[config.mk]
export PLATFORM = sky130hd
export DESIGN_NAME = tsb_top
export DESIGN_NICKNAME = d
export VERILOG_FILES = /design/src/verilog/tsb_pkg.sv /design/src/verilog/tsb_stream_if.sv /design/src/verilog/tsb_top.sv /design/src/verilog/tsb_fifo.sv
export VERILOG_INCLUDE_DIRS = /design/src /design/src/verilog
export SDC_FILE = /design/constraint.sdc
export NUM_CORES = 1
export LEC_CHECK = 0
export BUFFER_PORTS_ARGS = -buffer_cell sky130_fd_sc_hd__buf_2
export CAP_MARGIN = 20
export CORE_MARGIN = 3
export CORE_UTILIZATION = 50
export CTS_CLUSTER_SIZE = 10
export DETAILED_ROUTE_END_ITERATION = 7
export GPL_ROUTABILITY_DRIVEN = 0
export PLACE_DENSITY = 0.7
export RECOVER_POWER = 25
export REMOVE_ABC_BUFFERS = 1
export SYNTH_ARGS = -nofsm -noshare
export SYNTH_HDL_FRONTEND = slang
export SYNTH_HIERARCHICAL = 1
export SYNTH_SLANG_ARGS = --single-unit
[constraint.sdc]
create_clock -name I_CLOCK -period 2.6 [get_ports I_CLOCK]
set_input_delay 0.39 -clock I_CLOCK [delete_from_list [all_inputs] [get_ports I_CLOCK]]
set_output_delay 0.39 -clock I_CLOCK [all_outputs]
set_load 0.05 [all_outputs]
[src/verilog/tsb_params.svh]
// Purpose: Offsets, field positions, reset values and sizes of the transmit slip buffer
// Assumes: 32-bit register bus, byte-wide E1 timeslots
// Notes: Definitions only
`ifndef TSB_PARAMS_SVH
`define TSB_PARAMS_SVH

`define TSB_ADDR_W 4
`define TSB_OFS_STATUS 4'h0
`define TSB_OFS_LEVEL 4'h4
`define TSB_OFS_CTRL 4'h8

`define TSB_BIT_FULL 7
`define TSB_BIT_EMPTY 6
`define TSB_BIT_SLIP 5
`define TSB_CTRL_ENABLE 0

`define TSB_STATUS_RESET 8'h00
`define TSB_CTRL_RESET 1'b1

`define TSB_DATA_W 8
`define TSB_FRAME_LEN 32
`define TSB_BUF_DEPTH 64
`define TSB_PTR_W 6
`define TSB_CNT_W 7
`define TSB_IN_FIFO_DEPTH 4

`define TSB_RESP_OKAY 2'h0
`define TSB_RESP_SLVERR 2'h2

`endif

[src/verilog/tsb_pkg.sv]
// Purpose: Shared types of the transmit slip buffer
// Assumes: Constants come from tsb_params.svh
// Notes: Types only
`include "tsb_params.svh"
package tsb_pkg;
	typedef logic [`TSB_DATA_W-1:0] tsb_byte_t;
	typedef logic [`TSB_PTR_W-1:0] tsb_ptr_t;
	typedef logic [`TSB_CNT_W-1:0] tsb_cnt_t;
	typedef logic [`TSB_ADDR_W-1:0] tsb_addr_t;
endpackage

[src/verilog/tsb_stream_if.sv]
// Purpose: Valid/ready byte stream between the slip buffer modules
// Assumes: One clock
// Notes: An item moves when valid and ready are both high
`timescale 1ns/1ns
interface tsb_stream_if #(parameter int W = 8);
	logic valid;
	logic ready;
	logic [W-1:0] data;
	modport src (output valid, output data, input ready);
	modport snk (input valid, input data, output ready);
endinterface

[src/verilog/tsb_top.sv]
// Purpose: Transmit slip buffer of one E1 channel with sticky slip event flags
// Assumes: System and line timeslot strobes are enables on the one clock
// Notes: Registers over AXI4-Lite; status flags clear when read
//
// Decided for this implementation: the AXI4-Lite interface to the registers and the address map.
`timescale 1ns/1ns
`include "tsb_params.svh"

// What this block does
// [RULE1] A write into the full buffer deletes one whole frame and sets the full flag at bit 7.
// [RULE2] A read from the emptied buffer repeats one whole frame and sets the empty flag at bit 6.
// [RULE3] Either slip, deletion or repetition, sets the slip flag at bit 5.
// [RULE4] Each flag stays set until software reads the status register, and that read clears it.
// [RULE5] A flag reads 1 if its event happened since the last read, else 0, and all start at 0.
// [RULE6] Software that sees the slip flag reads bit 6 or bit 7 to learn the slip direction.
// [RULE7] The buffer is written on the system side and read on the line side and holds two frames.
module tsb_top (
	// Clock and reset
	input wire logic I_CLOCK,
	input wire logic I_SYS_RST,
	// AXI4-Lite write
	input wire logic I_AWVALID,
	output logic O_AWREADY,
	input wire tsb_pkg::tsb_addr_t I_AWADDR,
	input wire logic I_WVALID,
	output logic O_WREADY,
	input wire logic [31:0] I_WDATA,
	input wire logic [3:0] I_WSTRB,
	output logic O_BVALID,
	input wire logic I_BREADY,
	output logic [1:0] O_BRESP,
	// AXI4-Lite read
	input wire logic I_ARVALID,
	output logic O_ARREADY,
	input wire tsb_pkg::tsb_addr_t I_ARADDR,
	output logic O_RVALID,
	input wire logic I_RREADY,
	output logic [31:0] O_RDATA,
	output logic [1:0] O_RRESP,
	// System-side transmit data
	input wire tsb_pkg::tsb_byte_t I_TX_DATA,
	input wire logic I_TX_VALID,
	output logic O_TX_READY,
	input wire logic I_SYS_STROBE,
	// Line-side transmit data
	input wire logic I_LINE_STROBE,
	output tsb_pkg::tsb_byte_t O_LINE_DATA,
	output logic O_LINE_VALID
);
	import tsb_pkg::*;

	tsb_stream_if #(.W(`TSB_DATA_W)) in_if ();
	tsb_stream_if #(.W(`TSB_DATA_W)) buf_if ();

	tsb_byte_t mem_ff [`TSB_BUF_DEPTH];
	tsb_ptr_t wr_ptr_ff;
	tsb_ptr_t rd_ptr_ff;
	tsb_ptr_t rd_addr;
	tsb_cnt_t cnt_ff;
	tsb_cnt_t nxt_cnt;
	logic enable_ff;
	logic wr_do;
	logic rd_do;
	logic ovf;
	logic unf;
	logic [7:0] status_ff;
	logic [7:0] nxt_status;
	logic status_clr;
	logic aw_got_ff;
	logic w_got_ff;
	tsb_addr_t aw_addr_ff;
	logic [31:0] w_data_ff;
	logic [3:0] w_strb_ff;
	logic awready_ff;
	logic wready_ff;
	logic bvalid_ff;
	logic [1:0] bresp_ff;
	logic arready_ff;
	logic rvalid_ff;
	logic [31:0] rdata_ff;
	logic [1:0] rresp_ff;
	tsb_byte_t line_data_ff;
	logic line_valid_ff;

	////////////////////////////////////////////////////////////////////////////////
	// Input FIFO: holds up to four bytes while the system side does not take a timeslot; stalls the source only when full

	assign in_if.valid = I_TX_VALID;
	assign in_if.data = I_TX_DATA;
	assign O_TX_READY = in_if.ready;
	assign buf_if.ready = I_SYS_STROBE && enable_ff;

	tsb_fifo #(.W(`TSB_DATA_W), .DEPTH(`TSB_IN_FIFO_DEPTH)) u_in_fifo (
		.i_clk(I_CLOCK),
		.i_rst(I_SYS_RST),
		.s_in(in_if.snk),
		.m_out(buf_if.src)
	);

	////////////////////////////////////////////////////////////////////////////////
	// Elastic buffer of two frames

	assign wr_do = buf_if.valid && buf_if.ready; // [RULE7]
	assign rd_do = I_LINE_STROBE && enable_ff; // [RULE7]
	// A read in the same cycle makes room, so that write is no overflow
	assign ovf = wr_do && !rd_do && (cnt_ff == `TSB_CNT_W'(`TSB_BUF_DEPTH)); // [RULE1]
	// Data written this cycle is not yet readable, so an empty read always repeats
	assign unf = rd_do && (cnt_ff == '0); // [RULE2]
	assign rd_addr = unf ? rd_ptr_ff - `TSB_PTR_W'(`TSB_FRAME_LEN) : rd_ptr_ff; // [RULE2]

	always_comb begin
		nxt_cnt = cnt_ff + `TSB_CNT_W'(wr_do) - `TSB_CNT_W'(rd_do);
		if (unf) begin
			nxt_cnt = nxt_cnt + `TSB_CNT_W'(`TSB_FRAME_LEN); // [RULE2]
		end
		if (ovf) begin
			nxt_cnt = nxt_cnt - `TSB_CNT_W'(`TSB_FRAME_LEN); // [RULE1]
		end
	end

	always_ff @(posedge I_CLOCK) begin
		if (wr_do) begin
			mem_ff[wr_ptr_ff] <= buf_if.data;
		end
	end

	always_ff @(posedge I_CLOCK) begin
		if (I_SYS_RST || !enable_ff) begin
			wr_ptr_ff <= '0;
			rd_ptr_ff <= '0;
			cnt_ff <= '0;
		end else begin
			wr_ptr_ff <= wr_ptr_ff + `TSB_PTR_W'(wr_do);
			if (ovf) begin
				// Oldest frame dropped; its first slot takes the new byte
				rd_ptr_ff <= rd_ptr_ff + `TSB_PTR_W'(`TSB_FRAME_LEN); // [RULE1]
			end else if (rd_do) begin
				rd_ptr_ff <= rd_addr + `TSB_PTR_W'(1); // [RULE2]
			end
			cnt_ff <= nxt_cnt;
		end
	end

	always_ff @(posedge I_CLOCK) begin
		if (I_SYS_RST) begin
			line_data_ff <= '0;
			line_valid_ff <= 1'b0;
		end else begin
			line_valid_ff <= rd_do;
			if (rd_do) begin
				line_data_ff <= mem_ff[rd_addr];
			end
		end
	end

	assign O_LINE_DATA = line_data_ff;
	assign O_LINE_VALID = line_valid_ff;

	////////////////////////////////////////////////////////////////////////////////
	// Sticky event flags: a new event wins over the clearing read

	assign status_clr = I_ARVALID && !arready_ff && !rvalid_ff && (I_ARADDR == `TSB_OFS_STATUS);

	always_comb begin
		nxt_status = status_clr ? 8'h00 : status_ff; // [RULE4]
		nxt_status[`TSB_BIT_FULL] = nxt_status[`TSB_BIT_FULL] | ovf; // [RULE1]
		nxt_status[`TSB_BIT_EMPTY] = nxt_status[`TSB_BIT_EMPTY] | unf; // [RULE2]
		nxt_status[`TSB_BIT_SLIP] = nxt_status[`TSB_BIT_SLIP] | ovf | unf; // [RULE3]
	end

	always_ff @(posedge I_CLOCK) begin
		if (I_SYS_RST) begin
			status_ff <= `TSB_STATUS_RESET; // [RULE5]
		end else begin
			status_ff <= nxt_status; // [RULE5]
		end
	end

	////////////////////////////////////////////////////////////////////////////////
	// AXI4-Lite write: address and data taken in either order

	always_ff @(posedge I_CLOCK) begin
		if (I_SYS_RST) begin
			aw_got_ff <= 1'b0;
			w_got_ff <= 1'b0;
			awready_ff <= 1'b0;
			wready_ff <= 1'b0;
			aw_addr_ff <= '0;
			w_data_ff <= '0;
			w_strb_ff <= '0;
			bvalid_ff <= 1'b0;
			bresp_ff <= `TSB_RESP_OKAY;
			enable_ff <= `TSB_CTRL_RESET;
		end else begin
			awready_ff <= I_AWVALID && !aw_got_ff && !awready_ff && !bvalid_ff;
			wready_ff <= I_WVALID && !w_got_ff && !wready_ff && !bvalid_ff;
			if (awready_ff) begin
				aw_got_ff <= 1'b1;
				aw_addr_ff <= I_AWADDR;
			end
			if (wready_ff) begin
				w_got_ff <= 1'b1;
				w_data_ff <= I_WDATA;
				w_strb_ff <= I_WSTRB;
			end
			if (aw_got_ff && w_got_ff && !bvalid_ff) begin
				aw_got_ff <= 1'b0;
				w_got_ff <= 1'b0;
				bvalid_ff <= 1'b1;
				bresp_ff <= `TSB_RESP_OKAY;
				case (aw_addr_ff)
					`TSB_OFS_STATUS, `TSB_OFS_LEVEL: begin
						// Read-only words; the write is accepted and has no effect
					end
					`TSB_OFS_CTRL: begin
						if (w_strb_ff[0]) begin
							enable_ff <= w_data_ff[`TSB_CTRL_ENABLE];
						end
					end
					default: begin
						bresp_ff <= `TSB_RESP_SLVERR;
					end
				endcase
			end else if (bvalid_ff && I_BREADY) begin
				bvalid_ff <= 1'b0;
			end
		end
	end

	////////////////////////////////////////////////////////////////////////////////
	// AXI4-Lite read: the status word is returned as it stood before its clear

	always_ff @(posedge I_CLOCK) begin
		if (I_SYS_RST) begin
			arready_ff <= 1'b0;
			rvalid_ff <= 1'b0;
			rdata_ff <= '0;
			rresp_ff <= `TSB_RESP_OKAY;
		end else begin
			arready_ff <= 1'b0;
			if (I_ARVALID && !arready_ff && !rvalid_ff) begin
				arready_ff <= 1'b1;
				rvalid_ff <= 1'b1;
				rresp_ff <= `TSB_RESP_OKAY;
				rdata_ff <= '0;
				case (I_ARADDR)
					`TSB_OFS_STATUS: rdata_ff[7:0] <= status_ff; // [RULE4] [RULE6]
					`TSB_OFS_LEVEL: rdata_ff[`TSB_CNT_W-1:0] <= cnt_ff;
					`TSB_OFS_CTRL: rdata_ff[`TSB_CTRL_ENABLE] <= enable_ff;
					default: rresp_ff <= `TSB_RESP_SLVERR;
				endcase
			end else if (rvalid_ff && I_RREADY) begin
				rvalid_ff <= 1'b0;
			end
		end
	end

	assign O_AWREADY = awready_ff;
	assign O_WREADY = wready_ff;
	assign O_BVALID = bvalid_ff;
	assign O_BRESP = bresp_ff;
	assign O_ARREADY = arready_ff;
	assign O_RVALID = rvalid_ff;
	assign O_RDATA = rdata_ff;
	assign O_RRESP = rresp_ff;
endmodule

[src/verilog/tsb_fifo.sv]
// Purpose: Small parameterised FIFO with valid and ready on both sides
// Assumes: Synchronous active-high reset
// Notes: Ready toward the source comes from a flop
`timescale 1ns/1ns
module tsb_fifo #(
	parameter int W = 8,
	parameter int DEPTH = 4
) (
	// Clock and reset
	input wire logic i_clk,
	input wire logic i_rst,
	// Streams
	tsb_stream_if.snk s_in,
	tsb_stream_if.src m_out
);
	localparam int AW = $clog2(DEPTH);
	logic [W-1:0] mem_ff [DEPTH];
	logic [AW-1:0] wr_ptr_ff;
	logic [AW-1:0] rd_ptr_ff;
	logic [AW:0] cnt_ff;
	logic [AW:0] nxt_cnt;
	logic ready_ff;
	logic push;
	logic pop;

	assign push = s_in.valid && ready_ff;
	assign pop = m_out.valid && m_out.ready;
	assign s_in.ready = ready_ff;
	assign m_out.valid = (cnt_ff != '0);
	assign m_out.data = mem_ff[rd_ptr_ff];
	assign nxt_cnt = cnt_ff + {{AW{1'b0}}, push} - {{AW{1'b0}}, pop};

	always_ff @(posedge i_clk) begin
		if (push) begin
			mem_ff[wr_ptr_ff] <= s_in.data;
		end
	end

	always_ff @(posedge i_clk) begin
		if (i_rst) begin
			wr_ptr_ff <= '0;
			rd_ptr_ff <= '0;
			cnt_ff <= '0;
			ready_ff <= 1'b0;
		end else begin
			wr_ptr_ff <= wr_ptr_ff + AW'(push);
			rd_ptr_ff <= rd_ptr_ff + AW'(pop);
			cnt_ff <= nxt_cnt;
			// Honest full: ready drops in the cycle the last slot fills
			ready_ff <= (nxt_cnt < (AW+1)'(DEPTH));
		end
	end
endmodule

* Yosys cells after proc, flatten, opt, wreduce, memory -nomap -nowiden *
Memory sizes are Yosys's and may differ from the RTL's. A register that Yosys moved wholly into a read port is not among the register bits.
Index checks and enable logic that the tools add are counted.

storage, ports and cells
  register bits after elaboration = 57
  RAM bits = 544
  input bits = 62
  output and inout port bits = 51
  word-level logic and storage cells = 109
  memories = 2

memories
  name              words  bits a word  rd ports  clocked after memory_dff  write ports  line            RTL
  mem_ff            64     8            1         1                         1            tsb_top.sv:55   tsb_byte_t mem_ff [`TSB_BUF_DEPTH];
  u_in_fifo.mem_ff  4      8            1         1                         1            tsb_fifo.sv:17  logic [W-1:0] mem_ff [DEPTH];

cells by class
  add/subtract/negate cells = 12
  magnitude comparators = 1
  eq/ne operators = 5
  multiplexer cells = 21
  bitwise logic cells = 4
  reductions and logical operators = 41

operator list
  operator                                              number
  logical AND 1 bit                                     20
  two-way mux 6 bit                                     3
  two-way mux 7 bit                                     2
  case mux 6 bit (2 select lines)                       1
  two-way mux 1 bit                                     10
  logical NOT 1 bit                                     9
  equality test 4 x 3 -> 1 bit (second input constant)  2
  equality test 4 bit (second input constant)           2
  logical NOT 4 bit                                     2
  two-way mux 8 bit                                     1
  adder 7 x 1 -> 7 bit                                  1
  adder 7 x 6 -> 7 bit (second input constant)          1
  equality test 7 bit (second input constant)           1
  logical NOT 7 bit                                     1
  subtractor 7 x 1 -> 7 bit                             1
  subtractor 7 x 6 -> 7 bit (second input constant)     1
  adder 6 x 1 -> 6 bit                                  1
  adder 6 x 1 -> 6 bit (second input constant)          1
  adder 6 bit (second input constant)                   1
  two-way mux 2 bit                                     3
  nonzero test 2 bit                                    3
  OR reduction 3 bit                                    2
  subtractor 6 bit (second input constant)              1
  adder 2 x 1 -> 2 bit                                  2
  other kinds (9)                                       12

* Depth between registers and ports, before layout *
Gate-level depths: netlist of the first run.

  depth in word-level cells = 8
  depth in mapped cells = 14
  mapped depth without buffers = 14

* Hierarchy *
The synthesis of the first run kept the hierarchy.

by module, submodules not included
  module    instances  cells an instance  area an instance (sq um)  seq. area each (sq um)
  tsb_top   1          1,218              22,474.1                  16,475.8
  tsb_fifo  1          80                 1,554.0                   1,121.1

* Worst setup path before layout of the first run *
No wires, ideal clock.

  path type = flip-flop to flip-flop
  start = register u_in_fifo.cnt_ff[1]
  end = register cnt_ff[6] (netlist name)
  setup time = 127 ps
  data arrival time = 2,556 ps
  required time = 2,473 ps
  setup slack = -84 ps
  cell stages (with the launch flop) = 15
  buffers on the path = 0
  clock period less this slack = 2,684 ps
  cells stage by stage = dfxtp_1 > or3_1 > nand2_1 > inv_1 > ha_1 > inv_1 > ha_1 > inv_1 > fa_1 > nand2b_1 > a21oi_1 > o21a_1 > o211ai_1 > xor2_1 > nor2_1

RTL lines
  item                    line            RTL
  start, declared         tsb_fifo.sv:20  logic [AW:0] cnt_ff;
  start signal, assigned  tsb_fifo.sv:48  cnt_ff <= nxt_cnt;

==> run_results.csv, run 1 <==
group,metric,value,unit
pwr,peakVddDrop,0.509,mV
timing,clock_skew,26.4,ps
worst_setup_path,critPathSlowestCell,"or3_4",
layout,final_nets,1583,
layout,synthToLayoutAreaGrowth,16.6,%
die,fp.dieW,225,um
detailed_routing,via_count,12500,
logic_synthesis,avgSynthCellArea,18.5,um2
layout,nFillCells,3412,
global_route,grt_overflow,0,
logic_synthesis,synth-edff-count,544,
worst_setup_path,cpPeakStageDelay,390,ps
logic_synthesis,synth_warnings,6,
place,post-place-ws,-277,ps
clock_network,numCtsBuffers,71,
worst_setup_path,cp_num_buf_inv,3,
timing,finalHoldViolations,0,
worst_setup_path,crit_arrival,3040,ps
detailed_routing,routed_wl,51600,um
worst_setup_path,cp-end-kind,"register",
global_route,grt_usage,20.8,%
die,dieArea,50700,um2
die,rows,79,
worst_setup_path,start_kind,"register",
worst_setup_path,worstSetupPathType,"reg2reg",
job,maxCapViolCount,0,
logic_synthesis,synth_cell_types,59,
logic_synthesis,ys_async_sr_fraction,0,%
hold_path,hp-class,"in2reg",
die,coreArea,47100,um2
run_status,status,"finished, violations left",
layout,post_route_cells_drive_above_1_share,27.0,%
die,ios,113,
worst_setup_path,path_common_cell,"buf_4",
timing,post-route-min-period,2610,ps
detailed_routing,drt-wirelength-per-cell,23.9,um
timing,rsz0062_at_grt,"yes",
layout,mostFrequentLayoutCells,"edfxtp_1, buf_4, nor2_1",
die,start_util,51.1,%
clock_network,cts.clk_slew.worst_paths,50,ps
timing,setup_viol,1,
detailed_routing,drt_first_pass_iters,6,
detailed_routing,drc,0,
die,die_h,225,um
timing,holdWs,25.9,ps
worst_setup_path,cp_cell_sequence,"or3_4, nand2_4, ha_4, inv_1, ha_1, a211oi_1, or4b_4, nand3_4, buf_4, buf_4, xnor2_1, nor2_1",
run_status,violations,"setup timing",
logic_synthesis,yosysSeqAreaShare,73.2,%
place,dp_hpwl,31500,um
pwr,p_total,25.1,mW
clock_network,htree_levels,3,
logic_synthesis,synth_area,24000,um2
pwr,powerDensity,897,nW/um2
detailed_routing,drt-initial-drc-count,1217,
logic_synthesis,ys_seq_elements,607,
clock_network,cts_tree,"yes",
worst_setup_path,worst_ep_required_time,3030,ps
clock_network,clock_sinks,607,
timing,setup_slack,-14.7,ps
timing,max_freq,382,MHz
worst_setup_path,cp_top_family,"simple AND/OR/NAND/NOR gates",
place,numPortBuffers,52,
layout,n_antenna_cell,0,
clock_network,cts_root_buf,"clkbuf_16",
clock_network,clk_latency,590,ps
global_route,grt_pass1_vias,12600,
timing,max_slew.worst_pin.slew,923,ps
worst_setup_path,critPathMaxFanout,3,
timing,timing.final.crit_share,101,%
timing,maxSlewViolCount,0,
timing,slew_headroom,38.5,%
global_route,grt_pass1_wl,78500,um
global_route,grt_max_degree,65,
layout,final_common_cell,"edfxtp_1",
global_route,antenna_found_initial,0,
detailed_routing,drtAntennaViolNets,0,
clock_network,clockBufferDepth,3,
logic_synthesis,synth_cells,1298,
detailed_routing,post_drt_via_cell_ratio,5.79,
logic_synthesis,synthFlopType,"edfxtp_1",
pwr,p_leak,9.30,nW
==> path summary, 6_finish.rpt <==
kind                        from            to  slack, ps  cells after the start
max          u_in_fifo/cnt_ff[2]     cnt_ff[5]        -10                     12
min                    I_AWVALID     O_AWREADY         30                      2
max reg2reg  u_in_fifo/cnt_ff[2]     cnt_ff[5]        -10                     12
min reg2reg         status_ff[5]  status_ff[5]        460                      2
==> metal layers <==
layer | vias to the layer above | track usage, % | wire (um)
met5 | - | 0 | 0
met4 | 0 | 6.13 | 1260
met3 | 90 | 4.22 | 4340
met2 | 517 | 32.3 | 24400
met1 | 6342 | 30.5 | 21500
li1 | 5537 | - | -
==> area by class of cell <==
| type | count | area [um2] | area share [%] |
|---|---|---|---|
| multi-input combinational | 607 | 6000 | 21.4 |
| tap | 607 | 759 | 2.71 |
| clock inverter | 5 | 42.5 | 0.152 |
| timing repair buffer | 199 | 1480 | 5.29 |
| inverter | 18 | 72.6 | 0.259 |
| sequential | 607 | 17600 | 62.9 |
| clock buffer | 114 | 2040 | 7.30 |
==> kinds of logic (layout without fill, tap and decap cells) <==
logic type / count (synthesis) / count (layout) / synth area share (%)
mux: 202 / 202 / 14.5
simple gates: 218 / 218 / 4.14
other cells: 1 / 26 / 0.0156
buf+inv: 109 / 336 / 2.63
flops: 607 / 607 / 73.2
fa+ha+maj: 17 / 17 / 0.948
xor+xnor: 18 / 18 / 0.719
compound gates: 126 / 126 / 3.81
==> cell usage after synthesis (3+ instances only) <==
library cell | n | area share [%]
xor2_1 | 10 | 0.36
nand3_1 | 8 | 0.17
edfxtp_1 | 544 | 68
buf_4 | 36 | 1.1
mux4_2 | 115 | 11
inv_1 | 18 | 0.28
nor3b_1 | 4 | 0.12
nand2b_1 | 6 | 0.16
mux2_2 | 15 | 0.70
a221o_1 | 6 | 0.25
xnor2_1 | 7 | 0.26
clkbuf_1 | 25 | 0.39
buf_6 | 9 | 0.42
o22ai_1 | 14 | 0.36
dfxtp_1 | 63 | 5.2
mux2i_1 | 71 | 3.0
a22oi_1 | 21 | 0.66
buf_2 | 16 | 0.33
a21oi_1 | 24 | 0.50
nand2_1 | 26 | 0.41
o21ai_0 | 4 | 0.083
a211oi_1 | 12 | 0.37
or3_1 | 4 | 0.10
nor2b_1 | 14 | 0.36
a211o_1 | 7 | 0.26
buf_1 | 5 | 0.078
a21o_1 | 7 | 0.22
ha_1 | 15 | 0.78
nor3_1 | 7 | 0.15
o221ai_1 | 14 | 0.51
nor2_1 | 125 | 2.0
nand3b_1 | 7 | 0.22
and2_1 | 4 | 0.10
and3_1 | 3 | 0.078
==> through the flow <==
stage | std cells | setup TNS (ps) | util, % | cell area (um2)
2_1_floorplan | 1232 | -62840 | - | 23600
3_3_place_gp | 2025 | -241 | 54.7 | 25700
3_5_place_dp | 2025 | -316 | 54.7 | 25700
4_1_cts | 2155 | 0 | 59.5 | 28000
5_1_grt | 2157 | -389 | 59.5 | 28000
6_report | 2157 | -14.7 | 59.5 | 28000
==> power by group <==
group / leakage [nW] / internal (mW) / switching (mW)
registers: 5.41 / 11.7 / 0.267
clock network: 1.00 / 5.35 / 3.60
logic: 2.89 / 1.59 / 2.60
total: 9.30 / 18.7 / 6.46
==> timing repair <==
item / 4_1_cts / 5_1_grt
buffers inserted: 7 / 2
endpoints found under the setup margin: 3 / 9
cloned: 0 / 0
hold buffers: 4 / 0
pin swaps: 7 / 6
endpoints found under the hold margin: 16 / 0
gates resized for setup: 17 / 7
==> state kept, by name, summed over array words and instances (netlist names), 2 cells and up <==
| register | cells |
|---|---|
| mem_ff | 512 |
| u_in_fifo/mem_ff | 32 |
| O_LINE_DATA | 8 |
| O_RDATA | 8 |
| cnt_ff | 7 |
| rd_ptr_ff | 6 |
| wr_ptr_ff | 6 |
| aw_addr_ff | 4 |
| status_ff | 3 |
| u_in_fifo/cnt_ff | 3 |
| u_in_fifo/rd_ptr_ff | 2 |
| u_in_fifo/wr_ptr_ff | 2 |
Power figures use the tool's default switching activity.
==> run 2, diff against run 1 <==
Settings changed: SYNTH_HIERARCHICAL 1 to not set.
==> run 2 against run 1 <==
Against the previous run:
- the run now ends clean
- final cell count rose by 0.19%
- non-clock buffer count rose by 7
- worst setup slack improved by 91 ps
- clock skew fell by 2.7 ps
==> run_results.csv, run 2 <==
group,metric,value,unit
logic_synthesis,synth_cell_types,58,
worst_setup_path,crit_arrival,2980,ps
clock_network,cts_root_buf,"clkbuf_16",
place,dpl.cell_count,2024,
global_route,grt_pass1_vias,13000,
worst_setup_path,cp_cell_sequence,"o311ai_2, buf_4, inv_2, ha_4, inv_2, ha_4, inv_2, fa_2, nand2b_4, a21oi_4, o2111ai_2, o211ai_1, xor2_1, nor2_1",
run_status,status,"complete, no violations",
clock_network,clock_sinks,607,
logic_synthesis,synthFlopType,"edfxtp_1",
die,rows,79,
clock_network,numCtsBuffers,70,
layout,post_route_cells_drive_above_1_share,26.9,%
timing,max_freq,396,MHz
logic_synthesis,ys_async_sr_fraction,0,%
global_route,grt_usage,21.0,%
clock_network,cts_tree,"yes",
detailed_routing,post_drt_via_cell_ratio,5.84,
layout,multi_input_area,5930,um2
pwr,powerDensity,895,nW/um2
worst_setup_path,r2r_start,"u_in_fifo.cnt_ff[2]",
logic_synthesis,synthTopCellsByCount,"edfxtp_1, nor2_1, mux4_2, mux2i_1, dfxtp_1",
clock_network,clk_latency,600,ps
worst_setup_path,worst_ep_required_time,3050,ps
die,coreArea,47000,um2
hold_path,hp-start,"I_AWADDR[1]",
detailed_routing,drc,0,
worst_setup_path,critPathMaxFanout,3,
worst_setup_path,critPathSlowestCell,"fa_2",
layout,seqCellArea,17600,um2
detailed_routing,drt-initial-drc-count,1151,
pwr,peakVddDrop,0.655,mV
layout,synthToLayoutAreaGrowth,16.7,%
worst_setup_path,cpPeakStageDelay,370,ps
timing,clock_skew,23.7,ps
logic_synthesis,synth_cells,1290,
job,maxCapViolCount,0,
logic_synthesis,netlist_top_cells_area,"edfxtp_1, mux4_2, dfxtp_1",
place,dp_hpwl,30800,um
timing,timing.final.crit_share,97.1,%
hold_path,min_path_cells,3,
timing,post-route-min-period,2520,ps
pwr,p_leak,9.28,nW
global_route,antenna_found_initial,0,
timing,holdWs,30.9,ps
place,numPortBuffers,52,
detailed_routing,routed_wl,51500,um
timing,setup_viol,0,
worst_setup_path,r2r-end,"cnt_ff[6]",
layout,final_cells,2161,
detailed_routing,drt_first_pass_iters,5,
layout,largestRegisters,"mem_ff: 512 flops, u_in_fifo.mem_ff: 32 flops",
detailed_routing,drtAntennaViolNets,0,
logic_synthesis,avgSynthCellArea,18.6,um2
worst_setup_path,cp_top_family,"adder cells",
logic_synthesis,synth-edff-count,544,
layout,largest_reg_flops,512,
worst_setup_path,path_common_cell,"inv_2",
global_route,grt_pass1_wl,79400,um
layout,nFillCells,3376,
clock_network,cts.clk_slew.worst_paths,50,ps
hold_path,min_to,"aw_addr_ff[1]",
die,fp.dieW,225,um
worst_setup_path,start_kind,"register",
layout,finish.utilization,59.5,%
logic_synthesis,yosysMostFrequentCell,"edfxtp_1",
layout,mostFrequentLayoutCells,"edfxtp_1, buf_4, nor2_1",
logic_synthesis,ys_seq_elements,607,
layout,largest-register,"mem_ff",
global_route,grt_overflow,0,
clock_network,clockBufferDepth,3,
global_route,grt_max_degree,65,
detailed_routing,via_count,12600,
worst_setup_path,worstSetupPathType,"reg2reg",
timing,maxSlewViolCount,0,
logic_synthesis,synth_warnings,0,
hold_path,hp-class,"in2reg",
worst_setup_path,reg2reg_slack,80,ps
layout,n_antenna_cell,0,
clock_network,htree_levels,3,
logic_synthesis,yosys.area.top_type,"edfxtp_1",
layout,final_common_cell,"edfxtp_1",
die,dieArea,50600,um2
timing,rsz0062_at_grt,"yes",
timing,max_slew.worst_pin.slew,824,ps
logic_synthesis,synth.top_cell.area_share,68.2,%
layout,final_nets,1583,
detailed_routing,drt-wirelength-per-cell,23.8,um
layout,stdcell_area,27900,um2
timing,slew_headroom,44.9,%
timing,finalHoldViolations,0,
place,placed_area,25700,um2
worst_setup_path,cp_num_buf_inv,4,
die,start_util,51.0,%
die,ios,113,
worst_setup_path,r2r.worst_path.cells,14,
die,die_h,225,um
logic_synthesis,yosysSeqAreaShare,73.5,%
logic_synthesis,synth_area,24000,um2
worst_setup_path,cp-end-kind,"register",
==> run 2: cell count changes after synthesis, sizes merged, moves of 3 or more <==
cell / previous run / this run
mux2: 16 / 12
buf: 66 / 69
clkbuf: 25 / 22
nand2: 26 / 23
nor2b: 14 / 11
==> run 2: where the power goes <==
part	total, mW	leakage (nW)	internal [mW]	switching, mW
clock network	8.80	0.968	5.10	3.70
logic	4.16	2.90	1.50	2.66
registers	12.1	5.41	11.8	0.239
total	25.0	9.28	18.4	6.61
==> run 2: tightest hold or removal path, stage by stage <==
cell	delay (ps)
buf_2	80
mux2i_1	50
nor2_1	70
==> run 2: layout make-up <==
type,count,area share (%)
sequential,607,63.0
inverter,19,0.255
clock buffer,117,6.93
tap,607,2.72
timing repair buffer,206,5.51
clock inverter,7,0.340
multi-input combinational,598,21.2
==> run 2: metal layers <==
layer | wire length, um | up-vias | track usage, %
met5 | 0 | - | 0
met4 | 1500 | 0 | 7.48
met3 | 3640 | 103 | 3.78
met2 | 24700 | 475 | 32.8
met1 | 21600 | 6521 | 30.1
li1 | - | 5529 | -
==> run 2: per-stage QoR <==
stage / setup TNS (ps) / total power [mW] / worst slack (ps)
CTS: 0 / 25.2 / 9.23
detailed placement: -338 / 16.2 / -272
floorplan: -63050 / 14.7 / -4960
finish: 0 / 25.0 / 75.9
global placement: -290 / 16.1 / -246
global route: -165 / 26.0 / -121
==> run 2: worst max path at each step <==
stage / startpoint / to / slack (ps) / depth (start not counted)
6_report: u_in_fifo.cnt_ff[2] / cnt_ff[6] / 80 / 14
5_1_grt: u_in_fifo.cnt_ff[2] / cnt_ff[6] / -120 / 14
4_1_cts: cnt_ff[5] / O_LINE_DATA[4] / 9 / 9
3_5_place_dp: u_in_fifo.cnt_ff[2] / cnt_ff[6] / -270 / 14
3_3_place_gp: u_in_fifo.cnt_ff[2] / cnt_ff[6] / -250 / 14
2_1_floorplan: rd_ptr_ff[0] / O_LINE_DATA[5] / -4960 / 5
==> run 2: kinds of logic after synthesis <==
family	share of synthesized area, %
AND/OR/NAND/NOR	4.02
AO/OA/AOI/OAI	3.81
multiplexers	14.3
flip-flops	73.5
XOR/XNOR	0.695
other	0.0157
buffers and inverters	2.59
adder cells (fa/ha/maj)	1.06
==> run 2: repair_timing <==
item                                    CTS  global route
endpoints found under the hold margin    30             0
pin swaps                                 7             6
setup buffers                             4             0
gates resized for setup                  11            12
hold buffers                              9             0
endpoints found under the setup margin    3             4
==> run 3, diff against run 2 <==
Settings changed: CAP_MARGIN 20 to not set, REMOVE_ABC_BUFFERS 1 to not set, SETUP_SLACK_MARGIN set to 0.2.
==> run 3 against run 2 <==
Against the previous run:
- sequential cell count unchanged
- worst setup slack better by 31 ps
- non-clock buffer count down 4
- first-iteration DRC count up 16%
- critical path depth down 1
- fmax up 1.2%
- register-to-register slack better by 30 ps
- critical path type unchanged
==> run_results.csv, run 3 (synthesis results as in run 2) <==
group,metric,value,unit
detailed_routing,drt-wirelength-per-cell,23.9,um
global_route,grt_usage,20.6,%
timing,setup_slack,107,ps
timing,post-route-min-period,2490,ps
detailed_routing,routed_wl,51300,um
die,coreArea,47000,um2
global_route,grt_pass1_vias,12500,
layout,largestRegisters,"mem_ff: 512 flops, u_in_fifo.mem_ff: 32 flops",
place,dp_hpwl,30500,um
clock_network,clock_sinks,607,
timing,timing.final.crit_share,95.9,%
worst_setup_path,cpPeakStageDelay,330,ps
timing,max_slew.worst_pin.slew,852,ps
timing,setup_viol,0,
layout,final_nets,1580,
clock_network,clockBufferDepth,3,
timing,rsz0062_at_grt,"yes",
global_route,grt_max_degree,65,
layout,final_common_cell,"edfxtp_1",
detailed_routing,drt_first_pass_iters,5,
die,ios,113,
worst_setup_path,critPathMaxFanout,3,
timing,maxSlewViolCount,0,
job,maxCapViolCount,0,
worst_setup_path,cp-end-kind,"register",
clock_network,cts.clk_slew.worst_paths,50,ps
die,start_util,51.0,%
worst_setup_path,critPathSlowestCell,"dfxtp_2",
clock_network,numCtsBuffers,71,
clock_network,clk_latency,590,ps
place,post-place-ws,15.0,ps
pwr,powerDensity,899,nW/um2
die,rows,79,
hold_path,hp-class,"in2reg",
layout,post_route_cells_drive_above_1_share,28.5,%
layout,largest_reg_flops,512,
timing,finalHoldViolations,0,
layout,synthToLayoutAreaGrowth,17.4,%
timing,clock_skew,24.7,ps
detailed_routing,drtAntennaViolNets,0,
clock_network,htree_levels,3,
layout,nFillCells,3352,
clock_network,cts_tree,"yes",
layout,mostFrequentLayoutCells,"edfxtp_1, buf_4, nor2_1",
worst_setup_path,worst_ep_required_time,3050,ps
global_route,antenna_found_initial,0,
pwr,p_leak,9.34,nW
die,fp.dieW,225,um
global_route,grt_overflow,0,
clock_network,cts_root_buf,"clkbuf_16",
layout,n_antenna_cell,0,
worst_setup_path,worstSetupPathType,"reg2reg",
detailed_routing,via_count,12500,
worst_setup_path,path_common_cell,"inv_2",
place,placed_area,25700,um2
global_route,grt_pass1_wl,77300,um
pwr,peakVddDrop,0.681,mV
worst_setup_path,crit_arrival,2940,ps
detailed_routing,post_drt_via_cell_ratio,5.81,
layout,largest-register,"mem_ff",
worst_setup_path,cp_num_buf_inv,3,
layout,stdcell_area,28100,um2
timing,slew_headroom,43.0,%
worst_setup_path,start_kind,"register",
run_status,status,"complete, no violations",
die,dieArea,50600,um2
die,die_h,225,um
detailed_routing,drt-initial-drc-count,1333,
detailed_routing,drc,0,
worst_setup_path,reg2reg_slack,110,ps
place,numPortBuffers,52,
worst_setup_path,cp_cell_sequence,"o311ai_4, inv_2, ha_4, inv_2, ha_4, inv_2, fa_2, nand2b_4, a21oi_4, o21a_1, o211ai_1, xor2_1, nor2_1",
timing,max_freq,401,MHz
worst_setup_path,cp_top_family,"compound AO/OA/AOI/OAI gates",
[run 3: cell types whose count changed in the layout (fill, tap and decap cells not counted), moves of 3 or more]
cell,delta
nand2_2,+4
clkinv_8,-3
buf_6,+3
dlygate4sd3_1,-5
buf_4,-7
clkbuf_16,+6
buf_16,+5
nand2_1,-4
clkbuf_1,-14
[run 3: worst min-delay path: stages]
cell and delay [ps]:
buf_2 70, mux2i_1 50, nor2_1 70
[run 3: cell type report]
class / count / area (um2) / share of cell area, %
timing repair buffer: 202 / 1620 / 5.77
clock buffer: 108 / 2000 / 7.11
sequential: 607 / 17600 / 62.6
tap: 607 / 759 / 2.70
multi-input combinational: 598 / 6020 / 21.4
clock inverter: 6 / 42.5 / 0.151
inverter: 19 / 71.3 / 0.254
[run 3: path summary, 6_finish.rpt]
path	startpoint	end	cells after the start
setup reg to reg	u_in_fifo.cnt_ff[2]	cnt_ff[6]	13
setup / recovery	u_in_fifo.cnt_ff[2]	cnt_ff[6]	13
hold / removal	I_AWADDR[1]	aw_addr_ff[1]	3
hold reg to reg	status_ff[5]	status_ff[5]	2
[run 3: metal layers]
metal / vias up / track usage, % / part of all wire [%]
li1: 5516 / - / -
met1: 6338 / 29.7 / 42
met2: 542 / 32.6 / 49
met3: 73 / 3.78 / 7.7
met4: 0 / 6.01 / 2.1
met5: - / 0 / 0
[run 3: per-stage QoR]
stage | hold WS, ps | utilization (%) | cells | total power [mW] | setup TNS (ps)
5_1_grt | 28.0 | 59.9 | 2147 | 26.2 | -51.2
4_1_cts | 2.65 | 59.4 | 2133 | 25.2 | 0
3_3_place_gp | 460 | 54.6 | 2010 | 16.0 | 0
6_report | 38.4 | 59.9 | 2147 | 25.3 | 0
3_5_place_dp | 461 | 54.6 | 2010 | 16.1 | 0
2_1_floorplan | 436 | - | 1315 | 14.8 | 0
[run 3: timing repair]
item	in CTS	in global routing
pin swaps	8	12
gates cloned	2	1
setup buffers	3	13
endpoints found under the setup margin	3	13
resized for setup	13	26
hold buffers	4	0
hold endpoints to repair	10	0
[run 3: report_power, final]
group / internal [mW] / total (mW) / switching (mW)
registers: 11.8 / 12.0 / 0.226
logic: 1.68 / 4.39 / 2.72
clock network: 5.26 / 8.85 / 3.59
